==> config.mk <==
export PLATFORM = sky130hd
export DESIGN_NAME = ibed_burst_end_detector
export DESIGN_NICKNAME = d
export VERILOG_FILES = /design/src/core/ibed_pkg.sv /design/src/core/ibed_tag_ram.sv /design/src/core/ibed_burst_end_detector.sv
export VERILOG_INCLUDE_DIRS = /design/src /design/src/core
export SDC_FILE = /design/constraint.sdc
export NUM_CORES = 1
export LEC_CHECK = 0
export BUFFER_PORTS_ARGS = -buffer_cell sky130_fd_sc_hd__buf_2
export CAP_MARGIN = 10
export CORE_MARGIN = 2
export CORE_UTILIZATION = 62
export DETAILED_ROUTE_END_ITERATION = 12
export PLACE_DENSITY = 0.82
export SKIP_LAST_GASP = 1
export SLEW_MARGIN = 20
export SYNTH_ARGS = -nofsm -noshare
export SYNTH_HDL_FRONTEND = slang
export SYNTH_SLANG_ARGS = --single-unit
==> constraint.sdc <==
create_clock -name clk -period 16.8 [get_ports clk]
set_input_delay 0 -clock clk [delete_from_list [all_inputs] [get_ports clk]]
set_output_delay 0 -clock clk [all_outputs]
set_load 0.02 [all_outputs]
==> src/core/ibed_defines.svh <==
// Constants for the burst end detector: timing, register map, field positions and reset values.
`ifndef IBED_DEFINES_SVH
`define IBED_DEFINES_SVH

`define IBED_CLK_PERIOD_NS 25
`define IBED_TICK_TIME_NS  1000000
`define IBED_DT_UNIT_MS    17'h0000A
`define IBED_DIV_W         20
`define IBED_MS_W          17
`define IBED_BUF_AW        4
`define IBED_ADDR_W        5

`define IBED_REG_CTRL      5'h00
`define IBED_REG_SVC_PID   5'h04
`define IBED_REG_MAX_DUR   5'h08
`define IBED_REG_WAKE_LEAD 5'h0C
`define IBED_REG_STATUS    5'h10
`define IBED_REG_IRQ_MASK  5'h14
`define IBED_REG_STATE     5'h18

`define IBED_CTRL_EN       0
`define IBED_CTRL_PROT     1

`define IBED_ST_DONE       0
`define IBED_ST_TS_END     1
`define IBED_ST_IFEC_END   2
`define IBED_ST_LATE       3
`define IBED_ST_TIMEOUT    4
`define IBED_ST_SVC        5
`define IBED_ST_OVF        6
`define IBED_ST_W          7

`define IBED_MAX_DUR_RST   16'h00C8
`define IBED_WAKE_LEAD_RST 8'h05

`endif

==> src/core/ibed_pkg.sv <==
// Types shared by the burst end detector files.
package ibed_pkg;
`include "ibed_defines.svh"

	typedef struct packed {
		logic [`IBED_DIV_W-1:0]  div;
		logic [`IBED_MS_W-1:0]   anc_ms;
		logic [11:0]             anc_dt;
		logic                    anc_ok;
		logic [`IBED_MS_W-1:0]   ref_ms;
		logic [11:0]             ref_dt;
		logic                    in_burst;
		logic                    ts_end;
		logic                    ifec_end;
		logic                    fe_on;
		logic                    known;
		logic [7:0]              bnum;
		logic [`IBED_BUF_AW-1:0] wptr;
		logic [`IBED_BUF_AW-1:0] rptr;
		logic [`IBED_BUF_AW:0]   count;
		logic                    rd_pend;
		logic                    rel_valid;
		logic [7:0]              rel_tag;
		logic [7:0]              rel_num;
		logic                    acc;
		logic                    disc;
		logic                    done;
		logic [1:0]              ctrl;
		logic [12:0]             pid;
		logic [15:0]             max_ms;
		logic [7:0]              lead;
		logic [`IBED_ST_W-1:0]   status;
		logic [`IBED_ST_W-1:0]   mask;
		logic                    wreq;
		logic [31:0]             rdata;
		logic                    irq;
	} ibed_state_t;
endpackage

==> src/core/ibed_tag_ram.sv <==
// Small buffer memory for tags of data sections whose burst number is not yet known.
`timescale 1ns/100ps
module ibed_tag_ram #(
	parameter int AW = 4,
	parameter int DW = 8
) (
	// Clock and reset.
	input  wire logic          clk,
	input  wire logic          reset,
	// Write port.
	input  wire logic          wr_en,
	input  wire logic [AW-1:0] wr_addr,
	input  wire logic [DW-1:0] wr_data,
	// Read port, data registered.
	input  wire logic          rd_en,
	input  wire logic [AW-1:0] rd_addr,
	output logic      [DW-1:0] rd_data
);
	logic [DW-1:0] mem [0:(1<<AW)-1];

	always_ff @(posedge clk) begin
		if (wr_en) begin
			mem[wr_addr] <= wr_data;
		end
	end

	always_ff @(posedge clk or posedge reset) begin
		if (reset) begin
			rd_data <= '0;
		end else if (rd_en) begin
			rd_data <= mem[rd_addr];
		end
	end
endmodule

==> src/core/ibed_burst_end_detector.sv <==
// Burst end detector for one stream of data sections mixed with parity sections.
// Notes on behaviour
// RQ1: Offset in every section targets next data burst.
// RQ2: Early parity may be missed; wake ahead.
// RQ3: Sender keeps data start within 1 ms.
// RQ4: Sender should open bursts with data.
// RQ5: Sender puts parity early for burst number.
// RQ6: Hold data until burst number is resolved.
// RQ7: Sender stops all sections after max duration.
// RQ8: Drop late sections; front end may sleep.
// RQ9: Burst over only when both ends seen; an unprotected stream is declared over at the data end alone.
// RQ10: Data boundary flag ends data burst.
// RQ11: Parity data-boundary flag ends data burst.
// RQ12: Parity frame flag ends parity burst.
// RQ13: Timeout after offset plus max duration.
// RQ14: Protected stream stays on for other kind.
// RQ15: Unprotected stream sleeps after last data.
// RQ16: Foreign service identifier ends both bursts.
// RQ17: Offset counts from this section's packet start.
//
// The Avalon-MM interface to the registers and the address map were left to the implementer.
`timescale 1ns/100ps
`include "ibed_defines.svh"
module ibed_burst_end_detector
	import ibed_pkg::*;
#(
	parameter int TICK_CYC = `IBED_TICK_TIME_NS / `IBED_CLK_PERIOD_NS
) (
	// Clock and reset.
	input  wire logic                    clk,
	input  wire logic                    reset,
	// Parsed section headers, one pulse per section.
	input  wire logic                    sec_valid,
	input  wire logic                    sec_is_parity,
	input  wire logic [12:0]             sec_pid,
	input  wire logic                    sec_table_bnd,
	input  wire logic                    sec_mpe_bnd,
	input  wire logic                    sec_frame_bnd,
	input  wire logic [11:0]             sec_delta_t,
	input  wire logic [7:0]              sec_burst_num,
	input  wire logic [7:0]              sec_tag,
	// Section verdicts and placed data sections.
	output logic                         sec_accept,
	output logic                         sec_discard,
	output logic                         rel_valid,
	output logic [7:0]                   rel_tag,
	output logic [7:0]                   rel_burst_num,
	// Power and burst status.
	output logic                         frontend_on,
	output logic                         burst_done,
	output logic                         irq,
	// Avalon-MM slave.
	input  wire logic [`IBED_ADDR_W-1:0] avs_address,
	input  wire logic                    avs_read,
	input  wire logic                    avs_write,
	input  wire logic [31:0]             avs_writedata,
	input  wire logic [3:0]              avs_byteenable,
	output logic [31:0]                  avs_readdata,
	output logic                         avs_waitrequest
);
	import ibed_pkg::*;

	localparam logic [`IBED_BUF_AW:0] BUF_FULL = {1'b1, {`IBED_BUF_AW{1'b0}}};

	ibed_state_t                  s;
	ibed_state_t                  n;
	logic                         tick;
	logic                         en;
	logic                         prot;
	logic                         late;
	logic                         stale;
	logic                         due;
	logic                         push;
	logic                         rd_en;
	logic [`IBED_MS_W-1:0]        limit;
	logic [`IBED_ST_W-1:0]        ev;
	logic [`IBED_ST_W-1:0]        clr;
	logic [31:0]                  wmask;
	logic [7:0]                   ram_q;

	function automatic logic [31:0] merge(input logic [31:0] old, input logic [31:0] wd, input logic [31:0] m);
		merge = (old & ~m) | (wd & m);
	endfunction

	ibed_tag_ram #(
		.AW (`IBED_BUF_AW),
		.DW (8)
	) u_ram (
		.clk     (clk),
		.reset   (reset),
		.wr_en   (push),
		.wr_addr (s.wptr),
		.wr_data (sec_tag),
		.rd_en   (rd_en),
		.rd_addr (s.rptr),
		.rd_data (ram_q)
	);

	always_comb begin
		n = s;
		n.acc = 1'b0;
		n.disc = 1'b0;
		n.done = 1'b0;
		n.rel_valid = 1'b0;
		n.rd_pend = 1'b0;
		ev = '0;
		clr = '0;
		push = 1'b0;
		rd_en = 1'b0;
		en = s.ctrl[`IBED_CTRL_EN];
		prot = s.ctrl[`IBED_CTRL_PROT];
		wmask = {{8{avs_byteenable[3]}}, {8{avs_byteenable[2]}}, {8{avs_byteenable[1]}}, {8{avs_byteenable[0]}}};
		tick = (s.div == `IBED_DIV_W'(TICK_CYC - 1));
		n.div = tick ? '0 : s.div + 1'b1;
		// Millisecond counters saturate so an idle stream never wraps into a false wake.
		if (tick && !(&s.anc_ms)) begin
			n.anc_ms = s.anc_ms + 1'b1;
		end
		if (tick && !(&s.ref_ms)) begin
			n.ref_ms = s.ref_ms + 1'b1;
		end
		limit = {5'h00, s.ref_dt} * `IBED_DT_UNIT_MS + {1'b0, s.max_ms};
		late = s.in_burst && (s.ref_ms > limit);
		due = ({5'h00, s.anc_dt} * `IBED_DT_UNIT_MS) <= (s.anc_ms + {9'h000, s.lead});
		// Past the duration limit and before the next burst is due, nothing on the stream is live.
		stale = (s.ref_ms > limit) && (s.in_burst || !due); // RQ8

		// Register bus: one wait cycle, then the answer.
		n.wreq = 1'b1;
		if ((avs_read || avs_write) && s.wreq) begin
			n.wreq = 1'b0;
			unique case (avs_address)
				`IBED_REG_CTRL:      n.rdata = {30'h0, s.ctrl};
				`IBED_REG_SVC_PID:   n.rdata = {19'h0, s.pid};
				`IBED_REG_MAX_DUR:   n.rdata = {16'h0, s.max_ms};
				`IBED_REG_WAKE_LEAD: n.rdata = {24'h0, s.lead};
				`IBED_REG_STATUS:    n.rdata = {25'h0, s.status};
				`IBED_REG_IRQ_MASK:  n.rdata = {25'h0, s.mask};
				`IBED_REG_STATE:     n.rdata = {6'h00, s.count, 8'h00, s.bnum, s.known, s.ifec_end, s.ts_end,
				                                s.in_burst, s.fe_on};
				default:             n.rdata = 32'h00000000;
			endcase
		end
		if (avs_write && !s.wreq) begin
			unique case (avs_address)
				`IBED_REG_CTRL:      n.ctrl = 2'(merge({30'h0, s.ctrl}, avs_writedata, wmask));
				`IBED_REG_SVC_PID:   n.pid = 13'(merge({19'h0, s.pid}, avs_writedata, wmask));
				`IBED_REG_MAX_DUR:   n.max_ms = 16'(merge({16'h0, s.max_ms}, avs_writedata, wmask));
				`IBED_REG_WAKE_LEAD: n.lead = 8'(merge({24'h0, s.lead}, avs_writedata, wmask));
				`IBED_REG_STATUS:    clr = `IBED_ST_W'(avs_writedata & wmask);
				`IBED_REG_IRQ_MASK:  n.mask = `IBED_ST_W'(merge({25'h0, s.mask}, avs_writedata, wmask));
				default:             ;
			endcase
		end

		if (!en) begin
			n.in_burst = 1'b0;
			n.fe_on = 1'b0;
			n.disc = sec_valid;
		end else if (sec_valid) begin
			if (sec_pid != s.pid) begin
				n.disc = 1'b1;
				if (s.in_burst) begin
					n.ts_end = 1'b1; // RQ16
					n.ifec_end = 1'b1; // RQ16
					ev[`IBED_ST_SVC] = 1'b1;
				end
			end else if (stale) begin
				n.disc = 1'b1; // RQ8
				ev[`IBED_ST_LATE] = 1'b1;
			end else begin
				n.acc = 1'b1;
				if (!s.in_burst) begin
					// The new burst is timed from the last anchor of the previous one.
					n.in_burst = 1'b1;
					n.ts_end = 1'b0;
					n.ifec_end = 1'b0;
					n.fe_on = 1'b1;
					n.ref_ms = s.anc_ok ? s.anc_ms : '0;
					n.ref_dt = s.anc_ok ? s.anc_dt : '0;
					n.known = 1'b0;
					n.bnum = s.bnum + 1'b1;
				end
				// Every section of the service that is not stale restarts the anchor: its offset runs from its own packet to the next data start.
				n.anc_ms = '0; // RQ17
				n.anc_dt = sec_delta_t; // RQ1
				n.anc_ok = 1'b1;
				if (sec_is_parity) begin
					if (prot) begin
						n.known = 1'b1;
						n.bnum = sec_burst_num;
						if (sec_mpe_bnd) begin
							n.ts_end = 1'b1; // RQ11
						end
						if (sec_frame_bnd) begin
							n.ifec_end = 1'b1; // RQ12
						end
					end
				end else begin
					if (sec_table_bnd) begin
						n.ts_end = 1'b1; // RQ10
					end
					// Direct release only when nothing older waits, so tags leave in arrival order.
					if (n.known && s.count == '0 && !s.rd_pend) begin
						n.rel_valid = 1'b1;
						n.rel_tag = sec_tag;
						n.rel_num = n.bnum;
					end else if (s.count != BUF_FULL) begin
						push = 1'b1; // RQ6
						n.wptr = s.wptr + 1'b1;
					end else begin
						n.acc = 1'b0;
						n.disc = 1'b1;
						ev[`IBED_ST_OVF] = 1'b1;
					end
				end
			end
		end

		if (en && late) begin
			n.ts_end = 1'b1; // RQ13
			n.ifec_end = 1'b1; // RQ13
			if (!(s.ts_end && s.ifec_end)) begin
				ev[`IBED_ST_TIMEOUT] = 1'b1;
			end
		end
		// Parity sections that lead the data start can slip past; waking early narrows that gap.
		if (en && !s.in_burst && !s.fe_on && (!s.anc_ok || due)) begin
			n.fe_on = 1'b1; // RQ2
		end
		// A protected stream waits for both ends; an unprotected one stops at the data end.
		if (en && s.in_burst && s.ts_end && (s.ifec_end || !prot)) begin // RQ9 RQ14 RQ15
			n.done = 1'b1;
			n.in_burst = 1'b0;
			n.fe_on = 1'b0;
			n.known = 1'b1; // RQ6
			ev[`IBED_ST_DONE] = 1'b1;
		end
		ev[`IBED_ST_TS_END] = n.ts_end && !s.ts_end;
		ev[`IBED_ST_IFEC_END] = n.ifec_end && !s.ifec_end;

		// Drain: held tags go out once the burst number is settled.
		if (s.rd_pend) begin
			n.rel_valid = 1'b1;
			n.rel_tag = ram_q;
			n.rel_num = s.bnum;
		end else if (s.known && s.count != '0) begin
			rd_en = 1'b1; // RQ6
			n.rd_pend = 1'b1;
			n.rptr = s.rptr + 1'b1;
		end
		n.count = s.count + {`IBED_BUF_AW'(0), push} - {`IBED_BUF_AW'(0), rd_en};

		// Set wins over a clear written in the same cycle.
		n.status = (s.status & ~clr) | ev;
		n.irq = |(n.status & n.mask);
	end

	always_ff @(posedge clk or posedge reset) begin
		if (reset) begin
			s <= '0;
			s.wreq <= 1'b1;
			s.max_ms <= `IBED_MAX_DUR_RST;
			s.lead <= `IBED_WAKE_LEAD_RST;
		end else begin
			s <= n;
		end
	end

	assign sec_accept = s.acc;
	assign sec_discard = s.disc;
	assign rel_valid = s.rel_valid;
	assign rel_tag = s.rel_tag;
	assign rel_burst_num = s.rel_num;
	assign frontend_on = s.fe_on;
	assign burst_done = s.done;
	assign irq = s.irq;
	assign avs_readdata = s.rdata;
	assign avs_waitrequest = s.wreq;
endmodule

# Yosys cells after proc, flatten, opt, wreduce, memory -nomap -nowiden
# Memories as Yosys holds them, arrays and structs flattened. A register that Yosys moved wholly into a read port is not among the register bits.
# Index checks and enable logic that the tools add are counted.
[totals]
word_cells = 227
ramBits = 128
output_inout_bits = 55
memories = 1
inputBits = 91
register_bits = 213
[memory_table]
columns = ["memory", "words", "word_bits", "read_ports", "rd_clocked_by_memory_dff", "write_ports", "line_no", "text"]
rows = [
  ["u_ram.mem", 16, 8, 1, 1, 1, "ibed_tag_ram.sv:19", "logic [DW-1:0] mem [0:(1<<AW)-1];"],
]
[classes]
mul = 2
n_eq_ne = 22
n_bitwise = 21
n_reduce_logical = 57
order_cmp = 2
add_sub_neg = 10
mux = 81
[ops]
columns = ["operator", "n"]
rows = [
  ["2-to-1 mux 42 bit", 5],
  ["case mux 26 bit (7 select lines)", 1],
  ["2-to-1 mux 76 bit", 2],
  ["2-to-1 mux 17 bit", 5],
  ["2-to-1 mux 60 bit", 1],
  ["2-to-1 mux 59 bit", 1],
  ["2-to-1 mux 18 bit", 3],
  ["2-to-1 mux 19 bit", 2],
  ["2-to-1 mux 1 bit", 37],
  ["adder 17 x 1 -> 17 bit, second input constant", 2],
  ["AND reduction 17 bit", 2],
  ["2-to-1 mux 33 bit", 1],
  ["AND 16 bit", 2],
  ["multiplier 12 x 3 -> 15 bit, second input constant", 2],
  ["2-to-1 mux 7 bit", 4],
  ["AND 7 bit", 3],
  ["adder 20 x 1 -> 20 bit, second input constant", 1],
  ["== test 20 x 16 -> 1 bit, second input constant", 1],
  ["2-to-1 mux 2 bit", 10],
  ["2-to-1 mux 20 bit", 1],
  ["logical AND 1 bit", 19],
  ["2-to-1 mux 9 bit", 2],
  ["adder 16 x 16 -> 17 bit", 1],
  ["adder 17 x 8 -> 17 bit", 1],
  ["other kinds (43)", 86],
]

# Depth between registers and ports, before layout
# Gate-level depths: netlist (run 1).
[logic_depth]
ltp_word = 22
depth_mapped = 35
mapped_depth_nobuf = 34

# Cells and area by module
# Synthesis (run 1) repeated with hierarchy kept, for this count alone.
[hier_totals]
cells_unflattened = 1582
hier_area_um2 = 18227.5
[modules_own_cells]
columns = ["mod", "cells_each", "seq_area_each_um2", "n_inst", "area_each_um2"]
rows = [
  ["ibed_burst_end_detector", 1341, 5062.4, 1, 12892.4],
  ["ibed_tag_ram", 241, 4043.9, 1, 5335.1],
]

# Worst setup path after synthesis (run 1)
# OpenSTA, ideal clock, no wires.
[synth_timing]
kind = "flip-flop to flip-flop"
startpoint = "register s[135] in the netlist's numbering"
endpoint = "register s[112] in the netlist's numbering"
t_required_ns = 16.675
period_less_slack_ns = 6.304
slack_ns = 10.496
path_buffers = 1
arrival_ns = 6.179
setup_time_ns = 0.125
stages_incl_launch_ff = 34
path_cell_list = "dfrtp_1 ha_1 ha_1 fa_1 a21o_1 a21oi_1 o21bai_1 a21oi_1 xnor2_1 ha_1 and3_1 a2111oi_0 nor2_1 a31oi_1 xor2_1 ha_1 a21o_1 a21o_1 a211oi_1 o21ai_1 o211ai_4 and3_2 buf_4 inv_1 ha_1 inv_1 ha_1 inv_1 fa_1 inv_1 a21oi_1 nor2_1 nor2_1 xnor2_1"
[synth_rtl]
columns = ["item", "line_no", "text"]
rows = [
  ["from (decl)", "ibed_burst_end_detector.sv:65", "ibed_state_t s;"],
  ["from (signal assigned)", "ibed_burst_end_detector.sv:266", "s <= n;"],
]

==> results of run 1 <==
timing repair:
item                                   CTS  global route
buffers inserted                         0             0
endpoints found under the hold margin  311             0
hold buffers                            52             0
path summary, 6_finish.rpt:
path	startpoint	to	cells past startpoint
min in group asynchronous	reset	avs_readdata[3]	3
max	s[135]	s[112]	33
min	avs_write	avs_readdata[7]	4
max in group asynchronous	reset	s[172]	5
max reg2reg	s[135]	s[112]	33
min reg2reg	avs_readdata[7]	avs_readdata[7]	2
per-layer routing:
metal	track usage	vias up	part of all wire
li1	-	5687	-
met1	0.3487	6192	0.40
met2	0.4884	471	0.50
met3	0.04549	114	0.061
met4	0.1043	2	0.039
met5	0	-	0.00031
cell usage after synthesis (all sizes together), types with 22 or more instances:
library cell | number | area, um2
ha | 113 | 1414
o21ai | 66 | 330.3
nand3 | 29 | 145.1
nor3 | 22 | 120.1
mux4 | 40 | 900.9
xor2 | 49 | 429.2
inv | 53 | 198.9
a21oi | 71 | 355.3
mux2 | 72 | 810.8
nand4 | 27 | 175.2
nor2 | 92 | 357.8
nand2 | 120 | 460.4
clkbuf | 26 | 97.59
a22o | 26 | 256.5
xnor2 | 65 | 569.3
edfxtp | 128 | 3844
mux2i | 24 | 240.2
and3 | 22 | 145.1
buf | 75 | 506.7
dfrtp | 204 | 5105
power by group through the flow:
stage / logic [mW] / registers [mW] / clock network [mW]
after floorplan: 0.178 / 0.913 / 0
after global placement: 0.223 / 0.924 / 0
after detailed placement: 0.231 / 0.925 / 0
after CTS: 0.243 / 0.909 / 0.795
after global routing: 0.270 / 0.912 / 0.830
final: 0.244 / 0.911 / 0.789
logic make-up (layout without fill, tap and decap cells):
| group | count (synthesis) | after routing | share of synthesized area |
|---|---|---|---|
| compound gates | 270 | 270 | 0.1003 |
| xor+xnor | 114 | 114 | 0.05552 |
| fa+ha+maj | 118 | 118 | 0.08418 |
| buf+inv | 154 | 291 | 0.04466 |
| flops | 338 | 338 | 0.5063 |
| mux | 136 | 136 | 0.1085 |
| other cells | 1 | 11 | 0.0002085 |
| simple gates | 368 | 368 | 0.1003 |
tightest hold or removal path, stage by stage:
cell and delay [ns]:
buf_2 0.13, o21ai_4 0.20, nand2_1 0.12, o21ai_0 0.06
cell type report:
cell class / instances / area [um2] / area share
flip-flops and latches: 338 / 9107 / 0.4487
clock inverters: 10 / 130.1 / 0.006411
clock buffers: 54 / 1059 / 0.05215
inverters: 53 / 206.4 / 0.01017
repair buffers: 174 / 1146 / 0.05647
multi-input cells: 1017 / 8167 / 0.4024
well taps: 384 / 480.5 / 0.02367
per-stage QoR:
stage	utilization	cell area (um2)	std cells
2_1_floorplan	-	18020	1509
4_1_cts	0.7081	20270	2030
5_1_grt	0.7090	20300	2030
6_report	0.7090	20300	2030
3_5_place_dp	0.6484	18560	1914
3_3_place_gp	0.6484	18560	1914
==> summary.txt, run 1 <==
Place
  • Routability congestion estimate: 0.9147
  • Setup WS pre-CTS: around 9.5 ns
  • Hpwl dp: 29240 um
  • Buffers on Ports: 116

Clock tree
  • CTS tree: built
  • H-tree depth: 2
  • Post-cts repair resize count: 0
  • Root Buffer Master: clkbuf_16
  • Clock transition at path regs: 0.06 ns
  • Clock latency on the worst-skew pair: 0.53 ns
  • CTS sink cnt: 338
  • Clk buf depth: 3
  • Num CTS Buffers: 36

Timing
  • Setup_tns: 0 ns
  • Final WS setup: 9.461 ns
  • Minimum clock period: 7.339 ns
  • Hold slack: 0.03444 ns
  • Final Cycle Share: 0.4368
  • F_max: roughly 140 MHz
  • Fin. max-slew vios: 0
  • Final setup fails: 0
  • RSZ-0062 raised after global routing: no
  • Layout Skew: ~0.026 ns
  • Slew headroom: 0.3184
  • Slew @ Worst Pin: slightly above 1 ns
  • Endpoints failing hold: 0

Global route
  • Initial antenna violation count: 1
  • Total track usage: 0.2785
  • Vias in the first global route: 12530
  • GRT overflow: 0
  • Largest net degree at the start of global routing: 107
  • First-pass GRT wire length: 66400 um

Power
  • Switching power total: 0.4848 mW
  • Pwr Density: 95.76 mW/mm2
  • Logic pwr share: 0.125
  • Sw frac: 0.2494
  • Clk pwr share: 0.406
  • Int Power: 1.459 mW
  • PnR Total Power: roughly 1.9 mW
  • Seq pwr share: 0.469
  • VDD IR max: a little over 0.09 mV
  • Static leakage: 8.739 nW

Run
  • Max-cap viol count: 0

Floorplan
  • Io pins: 146
  • Die width: roughly 170 um
  • Die Area: 0.03039 mm2
  • Core Area: 0.02863 mm2
  • Starting Density: 0.6283
  • Vert. Die Dim: 174.3 um
  • Num rows: 62

Worst setup path
  • Req. time, crit path: 17.21 ns
  • CP max stage cell: o21ai_1
  • Max incr delay on CP: 0.69 ns
  • CP arrival: 7.75 ns
  • Critical-path maximum fanout: 9
  • Kind of critical path: flop to flop
  • Cell mode on critical path: ha_1
  • Startpoint types: flop
  • Worst Path Buf+Inv: 4
  • Worst setup EP type: flop
  • R2r setup slk: 9.46 ns
  • Largest delay share family, worst path: compound AO/OA/AOI/OAI gates

Yosys
  • Mapped Avg Cell Area: 12.00 um2
  • Ys async rst share: 0.6213
  • Synthesized area: approximately 0.018 mm2
  • Post-synth EDFFs: between 100 and 150
  • Main synth FF type: dfrtp_1
  • Sequential share of the synthesized area: 0.5063
  • Post-synthesis cell type count: 85
  • Mapped Cells: 1499
  • Seq cells post-synth: 338
  • Yosys warns: 0

Layout
  • Most common cell after layout, fill and taps aside: dfrtp_1
  • Fillcell total: 1904
  • Post-layout nets: 1829
  • Share of cells above drive strength 1: 0.2072
  • Antenna Diode Count: 0
  • Layout Area Growth over Synthesis: 12.85%
  • Most frequent cells in the layout: dfrtp_1 (203), edfxtp_1 (128), nand2_1 (118)

Outcome
  • Outcome: finished, final reports clean

Drt
  • Routed Antenna Nets: 0
  • Routed vias: 12470
  • Vias/cell: 6.141
  • Drt drc: 0
  • DR WL/cell: 20.78 um
  • DRT iter0 DRCs: 1186
  • Pre-antenna DRT Iters: 5
  • Detailed Route WL: approximately 42000 um

Worst hold path
  • Worst hold path class: primary input to flop
(Power assumes the default switching activity.)
==> inputs of run 2 (changes only) <==
- ABC_AREA: unset -> 1
- CORE_UTILIZATION: 62 -> 55
- PLACE_DENSITY: 0.82 -> 0.77
- clock period: 16.8 -> 6.05 ns (I/O delays scaled with it)
==> summary.txt, run 2 <==
Yosys
  • Yosys warns: 0 (unchanged)
  • Mapped Avg Cell Area: 9.328 um2 (was 12.00 um2)
  • Synth Area in Simple Gates: 0.1592 (was 0.1003)
  • Synth area leader: dfrtp_1 (unchanged)
  • Yosys top cell area share: 0.2807 (was 0.2838)
  • Most numerous cell in the Yosys netlist: nand2_1 (was dfrtp_1)
  • Synth Area in XOR/XNOR: 0.04575 (was 0.05552)
  • Main synth FF type: dfrtp_1 (unchanged)
  • Seq cells post-synth: 338 (unchanged)
  • Post-synth EDFFs: 128 (unchanged)
  • Ys async rst share: 0.6213 (unchanged)
  • Area contributors post-synth: dfrtp_1 (28%), edfxtp_1 (21%), ha_1 (7.8%) (was dfrtp_1 (28%), edfxtp_1 (21%), ha_1 (7.9%))
  • Post-synthesis mux area share: 0.002339 (was 0.1085)
  • Synth Area in Compound Gates: 0.1290 (was 0.1003)
  • Top cells by count, synth: nand2_1 (332), inv_1 (215), dfrtp_1 (204) (was dfrtp_1 (204), edfxtp_1 (128), nand2_1 (118))
  • Post-synthesis cell type count: 56 (was 85)
  • Synthesized area: 0.01819 mm2 (was 0.01798 mm2)
  • Sequential share of the synthesized area: 0.5007 (was 0.5063)
  • Mapped Cells: 1950 (was 1499)
  • Adder-cell area share of the yosys netlist: 0.08324 (was 0.08418)
  • Largest family of logic cells by synthesized area: simple AND/OR/NAND/NOR gates (was multiplexers)

Outcome
  • Outcome: finished, final reports clean (unchanged)

Worst setup path
  • Startpoint types: flop (unchanged)
  • CP arrival: 6.37 ns (was 7.75 ns)
  • R2r setup slk: 0.10 ns (was 9.46 ns)
  • Critical-path maximum fanout: 4 (was 9)
  • Kind of critical path: flop to flop (unchanged)
  • Max incr delay on CP: 0.38 ns (was 0.69 ns)
  • Reg-to-Reg Start: s[137] (was s[135])
  • Worst setup EP type: flop (unchanged)
  • CP Launch Point: s[137] (was s[135])
  • CP max stage cell: dfrtp_1 (was o21ai_1)
  • Req. time, crit path: 6.47 ns (was 17.21 ns)

Place
  • Area after DPL: 0.01909 mm2 (was 0.01856 mm2)
  • Buffers on Ports: 116 (unchanged)
  • Setup WS pre-CTS: -0.06484 ns (was 9.512 ns)
  • Routability congestion estimate: 0.9248 (was 0.9147)
  • Hpwl dp: 31850 um (was 29240 um)

Timing
  • Slew @ Worst Pin: 0.9705 ns (was 1.015 ns)
  • Endpoints failing hold: 0 (unchanged)
  • RSZ-0062 raised after global routing: yes (was no)
  • Hold slack: 0.05619 ns (was 0.03444 ns)
  • Minimum clock period: 5.947 ns (was 7.339 ns)
  • Layout Skew: 0.02144 ns (was 0.02551 ns)
  • Final Cycle Share: 0.9829 (was 0.4368)
  • Final WS setup: 0.1033 ns (was 9.461 ns)
  • F_max: 168.2 MHz (was 136.3 MHz)
  • Fin. max-slew vios: 0 (unchanged)
  • Slew headroom: 0.3523 (was 0.3184)
  • Final setup fails: 0 (unchanged)

Floorplan
  • Num rows: 66 (was 62)
  • Die Area: 0.03454 mm2 (was 0.03039 mm2)
  • Vert. Die Dim: 185.9 um (was 174.3 um)
  • Starting Density: 0.5590 (was 0.6283)
  • Io pins: 146 (unchanged)
  • Core Area: 0.03254 mm2 (was 0.02863 mm2)
  • Die width: 185.9 um (was 174.3 um)

Clock tree
  • CTS tree: built (unchanged)
  • CTS sink cnt: 338 (unchanged)
  • Num CTS Buffers: 37 (was 36)
  • Clk buf depth: 3 (unchanged)
  • Clock transition at path regs: 0.07 ns (was 0.06 ns)
  • Clock latency on the worst-skew pair: 0.54 ns (was 0.53 ns)
  • H-tree depth: 2 (unchanged)
  • Root Buffer Master: clkbuf_16 (unchanged)

Global route
  • GRT overflow: 0 (unchanged)
  • Total track usage: 0.2693 (was 0.2785)
  • First-pass GRT wire length: 73500 um (was 66400 um)
  • Vias in the first global route: 14500 (was 12530)
  • Initial antenna violation count: 0 (was 1)
  • Largest net degree at the start of global routing: 116 (was 107)

Drt
  • Routed Antenna Nets: 0 (unchanged)
  • DRT iter0 DRCs: 1345 (was 1186)
  • Pre-antenna DRT Iters: 6 (was 5)
  • DR WL/cell: 17.94 um (was 20.78 um)
  • Drt drc: 0 (unchanged)
  • Detailed Route WL: 46640 um (was 42180 um)
  • Routed vias: 14740 (was 12470)
  • Vias/cell: 5.672 (was 6.141)

Power
  • Clk pwr share: 0.354 (was 0.406)
  • Logic pwr share: 0.242 (was 0.125)
  • Static leakage: 9.850 nW (was 8.739 nW)
  • Sw frac: 0.3258 (was 0.2494)
  • Switching power total: 2.168 mW (was 0.4848 mW)
  • Pwr Density: 312.7 mW/mm2 (was 95.76 mW/mm2)
  • VDD IR max: 0.3059 mV (was 0.09082 mV)
  • Seq pwr share: 0.404 (was 0.469)
  • PnR Total Power: 6.654 mW (was 1.943 mW)
  • Int Power: 4.486 mW (was 1.459 mW)

Layout
  • Post-layout nets: 2337 (was 1829)
  • Layout Area Growth over Synthesis: 16.99% (was 12.85%)
  • Share of cells above drive strength 1: 0.1451 (was 0.2072)
  • Fillcell total: 2587 (was 1904)
  • Antenna Diode Count: 0 (unchanged)
  • Area of the multi-input gates: 0.007875 mm2 (was 0.008167 mm2)
  • Most common cell after layout, fill and taps aside: nand2_1 (was dfrtp_1)
  • Finished Cell Area: 0.02128 mm2 (was 0.02030 mm2)
  • Register Area: 0.009106 mm2 (was 0.009107 mm2)
  • Most frequent cells in the layout: nand2_1 (330), inv_1 (211), dfrtp_1 (204) (was dfrtp_1 (203), edfxtp_1 (128), nand2_1 (118))

Worst hold path
  • HP Start: sec_frame_bnd (was avs_write)
  • Worst hold path class: primary input to flop (unchanged)

Run
  • Max-cap viol count: 0 (unchanged)
[run 2: per-layer routing]
layer	up-vias	global-route usage	share of wire
met2	579	0.4482	0.48
met5	-	0	0
met3	114	0.04187	0.064
met1	7131	0.3577	0.42
li1	6918	-	-
met4	0	0.09890	0.033
[run 2: power by group through the flow]
stage	clock, mW	sequential (mW)	combinational [mW]
2_1_floorplan	0	2.67	1.15
3_3_place_gp	0	2.72	1.44
3_5_place_dp	0	2.73	1.49
4_1_cts	2.38	2.68	1.53
5_1_grt	2.48	2.70	1.81
6_report	2.35	2.69	1.61
[run 2: final cells by class]
type / instances / share of cell area
sequential: 338 / 0.4279
multi-input combinational: 1288 / 0.3701
timing repair buffer: 229 / 0.07467
clock buffer: 44 / 0.04569
inverter: 234 / 0.04163
tap: 442 / 0.02599
clock inverter: 24 / 0.01399
[run 2: metrics by stage]
| step | util | instances | TNS [ns] |
|---|---|---|---|
| floorplan | - | 1960 | 0 |
| detailed placement | 0.5869 | 2457 | -0.06484 |
| finish | 0.6540 | 2599 | 0 |
| global route | 0.6540 | 2599 | -0.2740 |
| CTS | 0.6453 | 2587 | 0 |
| global placement | 0.5869 | 2457 | 0 |
[run 2: logic make-up (layout without fill, tap and decap cells)]
group           count (synthesis)  after routing
buf+inv                       334            531
mux                             4              4
flops                         338            338
fa+ha+maj                     118            118
xor+xnor                       95             95
other cells                     1             11
compound gates                394            394
simple gates                  666            666
[run 2: critical path, delay by kind of cell, from the launching register on]
kind | cells | cell delay, ns
AND/OR/NAND/NOR | 11 | 1.09
flip-flops | 1 | 0.38
XOR/XNOR | 2 | 0.29
buffers and inverters | 6 | 0.43
adder cells (fa/ha/maj) | 8 | 2.27
AO/OA/AOI/OAI | 11 | 1.37
[run 2: what timing repair did]
action                                  in CTS  in global routing
gates cloned                                 0                  0
hold buffers                                61                  0
pin swaps                                    1                 34
endpoints found under the setup margin       1                 34
endpoints found under the hold margin      324                  0
gates resized for setup                      5                 35
setup buffers                                1                 12
[run 2: path summary, 6_finish.rpt]
path                                    endpoint  depth (start not counted)
worst max-delay path                      s[112]                         38
worst min-delay path                      s[131]                          7
worst max register to register            s[112]                         38
worst min register to register            s[193]                          1
max in group asynchronous       avs_readdata[25]                          4
min in group asynchronous                 s[198]                          3
